[config.mk]
export PLATFORM = sky130hd
export DESIGN_NAME = cm_reconfig_seq
export DESIGN_NICKNAME = d
export VERILOG_FILES = /design/src/hdl/cm_reconfig_pkg.sv /design/src/hdl/cm_reconfig_rom.sv /design/src/hdl/cm_reconfig_seq.sv
export SDC_FILE = /design/constraint.sdc
export NUM_CORES = 1
export LEC_CHECK = 0
export BUFFER_PORTS_ARGS = -buffer_cell sky130_fd_sc_hd__buf_2
export CORE_ASPECT_RATIO = 1.5
export CORE_MARGIN = 5
export CORE_UTILIZATION = 42
export DETAILED_ROUTE_END_ITERATION = 6
export GPL_TIMING_DRIVEN = 1
export PLACE_DENSITY = 0.69
export SKIP_LAST_GASP = 1
export SLEW_MARGIN = 20
export SYNTH_ARGS = -nofsm -noshare
export SYNTH_HDL_FRONTEND = slang
export SYNTH_SLANG_ARGS = --single-unit
export TNS_END_PERCENT = 50
[constraint.sdc]
create_clock -name clk_sys_i -period 2.47 [get_ports clk_sys_i]
set_clock_uncertainty 0.05 [all_clocks]
set_input_delay 0.494 -clock clk_sys_i [delete_from_list [all_inputs] [get_ports clk_sys_i]]
set_output_delay 0.494 -clock clk_sys_i [all_outputs]
set_load 0.03 [all_outputs]
[src/hdl/cm_reconfig_pkg.sv]
// Package with constants, types and ROM layout for the clock manager reconfiguration sequencer.
// Assumes a single 200 MHz system clock and a synchronous active-low reset.
package cm_reconfig_pkg;

  localparam int ADDR_W = 7;
  localparam int DATA_W = 16;
  localparam int NUM_STATES = 2;
  localparam int SEL_W = 1;
  localparam int FULL_COUNT = 24;
  localparam int DROP_COUNT = 2;
  localparam logic [ADDR_W-1:0] OUT4_REG_A = 7'h10;
  localparam logic [ADDR_W-1:0] OUT4_REG_B = 7'h11;
  localparam int ROM_IDX_W = 6;
  localparam logic [ROM_IDX_W-1:0] ROM_IDX_RESET = 6'h00;

  typedef struct packed {
    logic [ADDR_W-1:0] addr;
    logic [DATA_W-1:0] mask;
    logic [DATA_W-1:0] data;
  } rom_entry_type;

  typedef struct packed {
    logic den;
    logic dwe;
    logic [ADDR_W-1:0] daddr;
    logic [DATA_W-1:0] di;
  } port_req_type;

  typedef enum logic [2:0] {
    ST_RESTART = 3'b000,
    ST_IDLE_WAIT = 3'b001,
    ST_ADDRESS = 3'b010,
    ST_READ_WAIT = 3'b011,
    ST_WRITE = 3'b100,
    ST_WRITE_WAIT = 3'b101,
    ST_NEXT = 3'b110
  } seq_state_type;

endpackage : cm_reconfig_pkg

[src/hdl/cm_reconfig_rom.sv]
// Entry ROM holding the register writes of every configuration state.
// Assumes the caller indexes it with a state base plus an entry offset.
module cm_reconfig_rom
  import cm_reconfig_pkg::*;
#(
  parameter bit KEEP_OUT4 = 1'b0
) (
  input wire logic clk_sys_i,
  input wire logic [ROM_IDX_W-1:0] idx_i,
  output rom_entry_type entry_o
);

  localparam int STATE_COUNT = KEEP_OUT4 ? FULL_COUNT - DROP_COUNT : FULL_COUNT;
  localparam int DEPTH = NUM_STATES * STATE_COUNT;

  rom_entry_type rom_mem [DEPTH];

  // Register addresses run 0x06..0x1D; output four's pair is skipped when kept.
  function automatic logic [ADDR_W-1:0] reg_addr(input int k);
    int a;
    a = k + 6;
    if (KEEP_OUT4 && a >= 16) begin
      a = a + DROP_COUNT;
    end
    return a[ADDR_W-1:0];
  endfunction : reg_addr

  // The loop already covers every state; further states need a larger NUM_STATES and a wider ROM_IDX_W, as 6 bits index only 64 entries.
  generate
    for (genvar s = 0; s < NUM_STATES; s++) begin : g_state
      for (genvar k = 0; k < STATE_COUNT; k++) begin : g_entry
        assign rom_mem[s*STATE_COUNT+k] = '{addr: reg_addr(k), mask: 16'h0000,
                                           data: {8'(s), 8'(k)}};
      end
    end
  endgenerate

  always_ff @(posedge clk_sys_i) begin
    entry_o <= rom_mem[idx_i];
  end

endmodule : cm_reconfig_rom

[src/hdl/cm_reconfig_seq.sv]
// Sequencer that plays a stored configuration state into the clock manager reconfiguration port.
// Assumes the port acknowledges each access with a one-cycle ready pulse.
//
// Summary of operation
// - Two configuration states, generated by one loop and sharing KEEP_OUT4, are stored and either may be loaded.
// - State select 0 loads the first state and 1 loads the second.
// - A one-cycle start pulse makes the sequencer write every register of the chosen state.
// - Ready returns once all writes are done and the clock manager runs the new setup.
// - Entries sit at consecutive ROM addresses and are written in order, one write each.
// - The per-state write count is 24, or 22 when two registers are dropped.
// - Keeping output four's setting omits writes to registers 0x10 and 0x11.
// - While idle the start ROM address follows the state select input.
// - More states are added by widening the select and ROM_IDX_W and raising NUM_STATES, whose loop generates the ROM contents.
// - The port clock output is the system clock forwarded directly.
// - The clock manager reset is held during a load and whenever the own reset is low.
module cm_reconfig_seq
  import cm_reconfig_pkg::*;
#(
  parameter bit KEEP_OUT4 = 1'b0
) (
  input wire logic clk_sys_i,
  input wire logic reset_n_i,
  input wire logic clk_en_i,
  input wire logic [SEL_W-1:0] state_select_i,
  input wire logic reconfig_start_pulse_i,
  input wire logic [DATA_W-1:0] port_do_i,
  input wire logic port_drdy_i,
  input wire logic port_locked_i,
  output logic sequencer_ready_o,
  output logic port_clock_out_o,
  output port_req_type port_req_o,
  output logic cm_reset_o
);

  localparam int STATE_COUNT = KEEP_OUT4 ? FULL_COUNT - DROP_COUNT : FULL_COUNT;
  localparam logic [ROM_IDX_W-1:0] COUNT_CONST = ROM_IDX_W'(STATE_COUNT);

  seq_state_type state_ff;
  seq_state_type nxt_state;
  logic [ROM_IDX_W-1:0] rom_idx_ff;
  logic [ROM_IDX_W-1:0] left_ff;
  logic [ROM_IDX_W-1:0] nxt_idx;
  logic [ROM_IDX_W-1:0] nxt_left;
  rom_entry_type entry;
  port_req_type nxt_req;
  logic [DATA_W-1:0] rd_data_ff;

  // One decode serves the ROM index, the ready output and the clock manager reset.
  function automatic logic is_idle(input seq_state_type s);
    return (s == ST_IDLE_WAIT);
  endfunction : is_idle

  // First ROM entry of the selected configuration state.
  function automatic logic [ROM_IDX_W-1:0] state_base(input logic [SEL_W-1:0] sel);
    return ROM_IDX_W'(sel * STATE_COUNT);
  endfunction : state_base

  cm_reconfig_rom #(
    .KEEP_OUT4(KEEP_OUT4)
  ) u_rom (
    .clk_sys_i(clk_sys_i),
    .idx_i(nxt_idx),
    .entry_o(entry)
  );

  // A clock forwarded through logic would add skew; a plain wire keeps the port in phase.
  assign port_clock_out_o = clk_sys_i;

  always_comb begin
    nxt_state = state_ff;
    case (state_ff)
      ST_RESTART: begin
        nxt_state = ST_IDLE_WAIT;
      end
      ST_IDLE_WAIT: begin
        if (reconfig_start_pulse_i) begin
          nxt_state = ST_ADDRESS;
        end
      end
      ST_ADDRESS: begin
        nxt_state = ST_READ_WAIT;
      end
      ST_READ_WAIT: begin
        if (port_drdy_i) begin
          nxt_state = ST_WRITE;
        end
      end
      ST_WRITE: begin
        nxt_state = ST_WRITE_WAIT;
      end
      ST_WRITE_WAIT: begin
        if (port_drdy_i) begin
          nxt_state = ST_NEXT;
        end
      end
      ST_NEXT: begin
        if (left_ff == ROM_IDX_RESET) begin
          nxt_state = ST_IDLE_WAIT;
        end else begin
          nxt_state = ST_ADDRESS;
        end
      end
      default: begin
        nxt_state = ST_RESTART;
      end
    endcase
  end

  always_ff @(posedge clk_sys_i) begin
    if (!reset_n_i) begin
      state_ff <= ST_RESTART;
    end else if (clk_en_i) begin
      state_ff <= nxt_state;
    end
  end

  // The ROM registers its output, so it is addressed with the next index.
  // The entry that stands during a request then belongs to the index held in rom_idx_ff,
  // even when the select changes in the very cycle of the start pulse.
  always_comb begin
    nxt_idx = rom_idx_ff;
    nxt_left = left_ff;
    if (!reset_n_i) begin
      nxt_idx = ROM_IDX_RESET;
      nxt_left = ROM_IDX_RESET;
    end else if (clk_en_i) begin
      if (is_idle(state_ff)) begin
        nxt_idx = state_base(state_select_i);
        nxt_left = COUNT_CONST - 6'h01;
      end else if (state_ff == ST_NEXT && left_ff != ROM_IDX_RESET) begin
        nxt_idx = rom_idx_ff + 6'h01;
        nxt_left = left_ff - 6'h01;
      end
    end
  end

  always_ff @(posedge clk_sys_i) begin
    rom_idx_ff <= nxt_idx;
  end

  always_ff @(posedge clk_sys_i) begin
    left_ff <= nxt_left;
  end

  always_ff @(posedge clk_sys_i) begin
    if (!reset_n_i) begin
      rd_data_ff <= '0;
    end else if (clk_en_i && state_ff == ST_READ_WAIT && port_drdy_i) begin
      rd_data_ff <= port_do_i;
    end
  end

  // Read-modify-write keeps the read bits inside each entry's mask and ORs the entry data over them.
  always_comb begin
    nxt_req = '0;
    nxt_req.daddr = entry.addr;
    if (state_ff == ST_ADDRESS) begin
      nxt_req.den = 1'b1;
    end else if (state_ff == ST_WRITE) begin
      nxt_req.den = 1'b1;
      nxt_req.dwe = 1'b1;
      nxt_req.di = (rd_data_ff & entry.mask) | entry.data;
    end
  end

  always_ff @(posedge clk_sys_i) begin
    if (!reset_n_i) begin
      port_req_o <= '0;
    end else if (clk_en_i) begin
      port_req_o <= nxt_req;
    end
  end

  // Ready also waits for lock, but a start pulse in ST_IDLE_WAIT begins a load whether or not the clock manager is locked.
  always_ff @(posedge clk_sys_i) begin
    if (!reset_n_i) begin
      sequencer_ready_o <= 1'b0;
    end else if (clk_en_i) begin
      sequencer_ready_o <= is_idle(nxt_state) && port_locked_i;
    end
  end

  always_ff @(posedge clk_sys_i) begin
    if (!reset_n_i) begin
      cm_reset_o <= 1'b1;
    end else if (clk_en_i) begin
      cm_reset_o <= !is_idle(nxt_state);
    end
  end

endmodule : cm_reconfig_seq

Yosys cells after proc, flatten, opt, wreduce, memory -nomap -nowiden
Memory sizes are Yosys's and may differ from the RTL's. A register that Yosys moved wholly into a read port is not among the register bits.
Cells that the tools add are included.
- bits in writable memories: 0
- memory bits (read-only): 2496
- bits of input ports: 23
- latch bits: 0
- output and inout port bits: 28
- flip-flop bits (word level): 58
- word-level logic and storage cells: 50
- memories kept: 1
- $lt $le $gt $ge: 0
- shift-type cells: 0
- eq/ne operators: 7
- div/mod/pow operators: 0
- multiply operators: 1
- multiplexer cells: 16
- reduce and logical (&&, ||, !) cells: 10
- bitwise gates (word level): 3
- add/subtract/negate cells: 2
- memories (memory ; words ; width ; read ports ; clocked after memory_dff ; write ports ; RTL line ; source):
    (name not given) ; 64 ; 39 ; 1 ; 1 ; 0 ; cm_reconfig_rom.sv:39 ; entry_o <= rom_mem[idx_i];
- operators by type and width (kind ; count):
    6-bit 2-to-1 mux ; 6
    16-bit 2-to-1 mux ; 2
    3-bit one-hot mux with 7 select lines ; 1
    16-bit AND ; 1
    16-bit OR ; 1
    3-bit equality test (second input constant) ; 3
    3-bit 2-to-1 mux ; 3
    6-bit inverter with 7-bit output ; 1
    6-bit by 1-bit adder with 6-bit output (second input constant) ; 1
    3-bit by 1-bit equality test with 1-bit output (second input constant) ; 2
    3-bit by 2-bit equality test with 1-bit output (second input constant) ; 2
    6-bit zero test ; 1
    6-bit nonzero test ; 1
    6-bit by 1-bit subtractor with 6-bit output (second input constant) ; 1
    1-bit logical AND ; 4
    2-bit 2-to-1 mux ; 2
    3-bit zero test ; 1
    1-bit by 2-bit multiplier with 3-bit output (second input constant) ; 1
    1-bit 2-to-1 mux ; 2
    2-bit AND reduction ; 1
    2-bit nonzero test ; 1
    1-bit zero test ; 1

Depth between registers and ports, before layout
- word-level depth: 7
- gate-level depth with buffers: 11
- depth with buffers taken out: 10

By module
Synthesis repeated with hierarchy kept, for this count alone.
- cells, all modules: 346
- area total of the unflattened synthesis: 3214.3 um2
- by module, submodules not included (module ; times used ; cells an instance ; area an instance (um2) ; seq. area each (um2)):
    cm_reconfig_seq ; 1 ; 290 ; 2676.3 ; 1161.1
    cm_reconfig_rom ; 1 ; 56 ; 538.0 ; 200.2

==> results by group <==
Placed design
  • Port Buffers: 22
  • GPL Wtd Cong: 0.863
  • DP HPWL: 3020 um

Power and ir drop
  • LEAKAGE: 1.06 nW
  • Max rail drop VDD: 0.539 mV
  • Cell Pwr Density: 637 mW/mm^2
  • Power Total: 0.00155 W

Worst setup path
  • CP max FO: 4
  • Register-to-Register Path Depth: 10
  • WP data required: 2.72 ns
  • Crit path to: u_rom.entry_o[35]
  • CP top delay family: simple AND/OR/NAND/NOR gates
  • WS Path Type: register to register
  • CP max stage cell: or4b_4
  • Crit path largest cell delay: 0.50 ns
  • Setup crit start kind: register
  • Crit. Startpoint: left_ff[1]
  • Worst Setup End Kind: register
  • Startpoint of the worst register-to-register path: left_ff[1]
  • Worst Path Buf+Inv: 1
  • Critical R2R Capture: u_rom.entry_o[35]
  • Worst Path Arrival: 2.71 ns
  • Most used cell, CP: ha_4
  • Crit-path cells: inv_2, ha_4, or4b_4, o211ai_1, mux2i_1, nand2_1, ha_4, o311ai_4, nand2_2, o32ai_2
  • Register-to-register setup slack: 0.01 ns
  • Worst path depth: 10

Floorplan
  • Die Width: 65.1 um
  • Die ar.: 0.00604 sq mm
  • Starting density of the core: 42.9%
  • Row count: 30
  • Total core area: 0.00447 sq mm
  • Die Span Y: 92.7 um
  • I/O pin count: 51

Synthesis
  • Sequential area share after synthesis: 38.7%
  • Register bit total from synthesis: 37
  • Yosys top cell by area: dfxtp_1
  • Most common cell in the synthesized netlist: dfxtp_1
  • Main flop type after synthesis: dfxtp_1
  • Synth cell count leaders: dfxtp_1 (37), nand2_1 (24), nor2b_1 (22)
  • Post-synth EDFFs: 0
  • Asr flop ratio synth: 0%
  • Area contributors post-synth: dfxtp_1 (39%), nor2b_1 (7.2%), mux2i_1 (5.2%), buf_4 (5.1%), nand2_1 (4.7%)
  • Top-area cell type share of the netlist area: 38.7%
  • Netlist cell types: 52
  • Post-Syn Area: 0.00192 sq mm
  • Mapped Cells: 217
  • Synth Area per Inst: 8.83 sq um
  • Syn. warnings: 0

Route
  • Wire length per cell: 14.4 um
  • DR vias/cell: 5.29
  • Via Count: 1661
  • DR iter-0 viols: 22
  • First drt pass iteration count: 4
  • Post-DRT Antenna Nets: 0
  • # DRC: 0
  • DRT Wirelength: 4530 um

Timing
  • Final worst-path cycle share: 99.4%
  • Final hold vios: 0
  • RSZ-0062 raised after global routing: yes
  • Fmax: 407 MHz
  • Final min period: 2.46 ns
  • Fin. max-slew vios: 0
  • Setup tns final: 0 ns
  • Final setup violation count: 0

Cells and area
  • Layout area overhead: 26.6%
  • Area occupied by multi-input gates: 0.00110 sq mm
  • Ant diodes: 0
  • Final #Nets: 292
  • Ratio of cells with drive above 1 in the final layout: 29.7%
  • FF+latch area: 743 sq um
  • Fillcell total: 427

Clocking
  • Hold-fix buffers, CTS: 0
  • CTS tree: done
  • Worst-Skew Late Latency: 0.39 ns
  • CTS clk-pin slew, worst paths: 0.08 ns

Global route
  • Largest net degree at the start of global routing: 22
  • Total GRT Usage: 16.2%
  • Antenna violations before repair: 0
  • Wire length of the first global-routing pass: 7200 um
  • Number of global-route vias before repair: 1621
  • GRT overflow: 0

Worst hold path
  • Hold path startpoint: port_locked_i
  • Min-Delay Path Depth: 3
  • Hold Path Class: primary input to register

Status
  • Status: complete, no violations

Job
  • Max Cap Viol: 0
## logic make-up after synthesis
family                     share of synthesized area (%)
AOI/OAI and AO/OA                                   16.7
xor gates and xnor gates                            2.74
adders and majority gates                           2.61
buffers and inverters                               9.73
DFF                                                 38.7
muxes                                               5.23
other                                              0.196
and+or+nand+nor                                     24.1
## report_power, final
part           switching [W]  internal [W]  leakage [nW]
sequential         0.0000153      0.000616         0.302
clock               0.000266      0.000443        0.0840
combinational       0.000121     0.0000838         0.677
## how the worst min path moves through the flow
stage               slack, ns           endpoint
CTS                      0.33  sequencer_ready_o
detailed placement       0.41         cm_reset_o
global placement         0.40         cm_reset_o
finish                   0.33  sequencer_ready_o
global route             0.34  sequencer_ready_o
floorplan                0.40      port_req_o[8]
## repair_timing
action,4_1_cts,5_1_grt
gates resized for setup,13,3
setup buffers,2,1
setup endpoints to repair,3,3
pin swaps,5,3
hold endpoints to repair,0,0
## layout make-up
class / count / area share (%)
Clock buffer: 11 / 5.47
Clock inverter: 1 / 1.24
Inverter: 10 / 1.55
Multi-Input combinational cell: 157 / 45.3
Sequential cell: 37 / 30.7
Tap cell: 48 / 2.48
Timing Repair Buffer: 50 / 13.3
## state kept, by name (all words and copies together), names as in the netlist
signal,count
port_req_o,13
u_rom.entry_o,7
left_ff,6
rom_idx_ff,6
state_ff,3
cm_reset_o,1
sequencer_ready_o,1
## tightest hold or removal path, stage by stage
cell      delay (ns)
buf_2           0.09
nand3_1         0.06
a21boi_0        0.07
## stage by stage
step	hold slack (ns)	instances	utilization, %	area (sq um)	worst slack, ns
floorplan	0.404	228	-	1960	0.0561
global placement	0.405	300	48.7	2170	-0.0998
detailed placement	0.415	300	48.7	2170	-0.119
CTS	0.327	313	53.6	2390	-0.0257
global route	0.337	314	54.3	2420	-0.117
finish	0.329	314	54.3	2420	0.0137
## cells in the final DEF, fill, tap and decap left out, drive strengths merged, types with 2 or more instances in the layout
master,netlist,final
a21boi,3,3
a21oi,11,11
and3,3,3
buf,17,51
clkbuf,7,10
conb,1,12
dfxtp,37,37
ha,4,4
inv,10,10
mux2i,10,10
nand2,25,25
nand2b,3,3
nand3,5,5
nor2,6,6
nor2b,22,22
nor3,2,2
nor3b,2,2
nor4,4,4
o211ai,2,2
o21a,2,2
o21ai,12,12
o31ai,2,2
xnor2,6,6
## routing by layer
layer | part of all wire (%) | vias to the layer above | wire, um | global-route usage, %
li1 | - | 821 | - | -
met1 | 39 | 787 | 1790 | 15.9
met2 | 53 | 42 | 2420 | 27.4
met3 | 3.8 | 11 | 172 | 4.85
met4 | 3.3 | 0 | 151 | 13.3
met5 | 0 | - | 0 | 0
No activity file was read; power rests on OpenSTA's default activity.
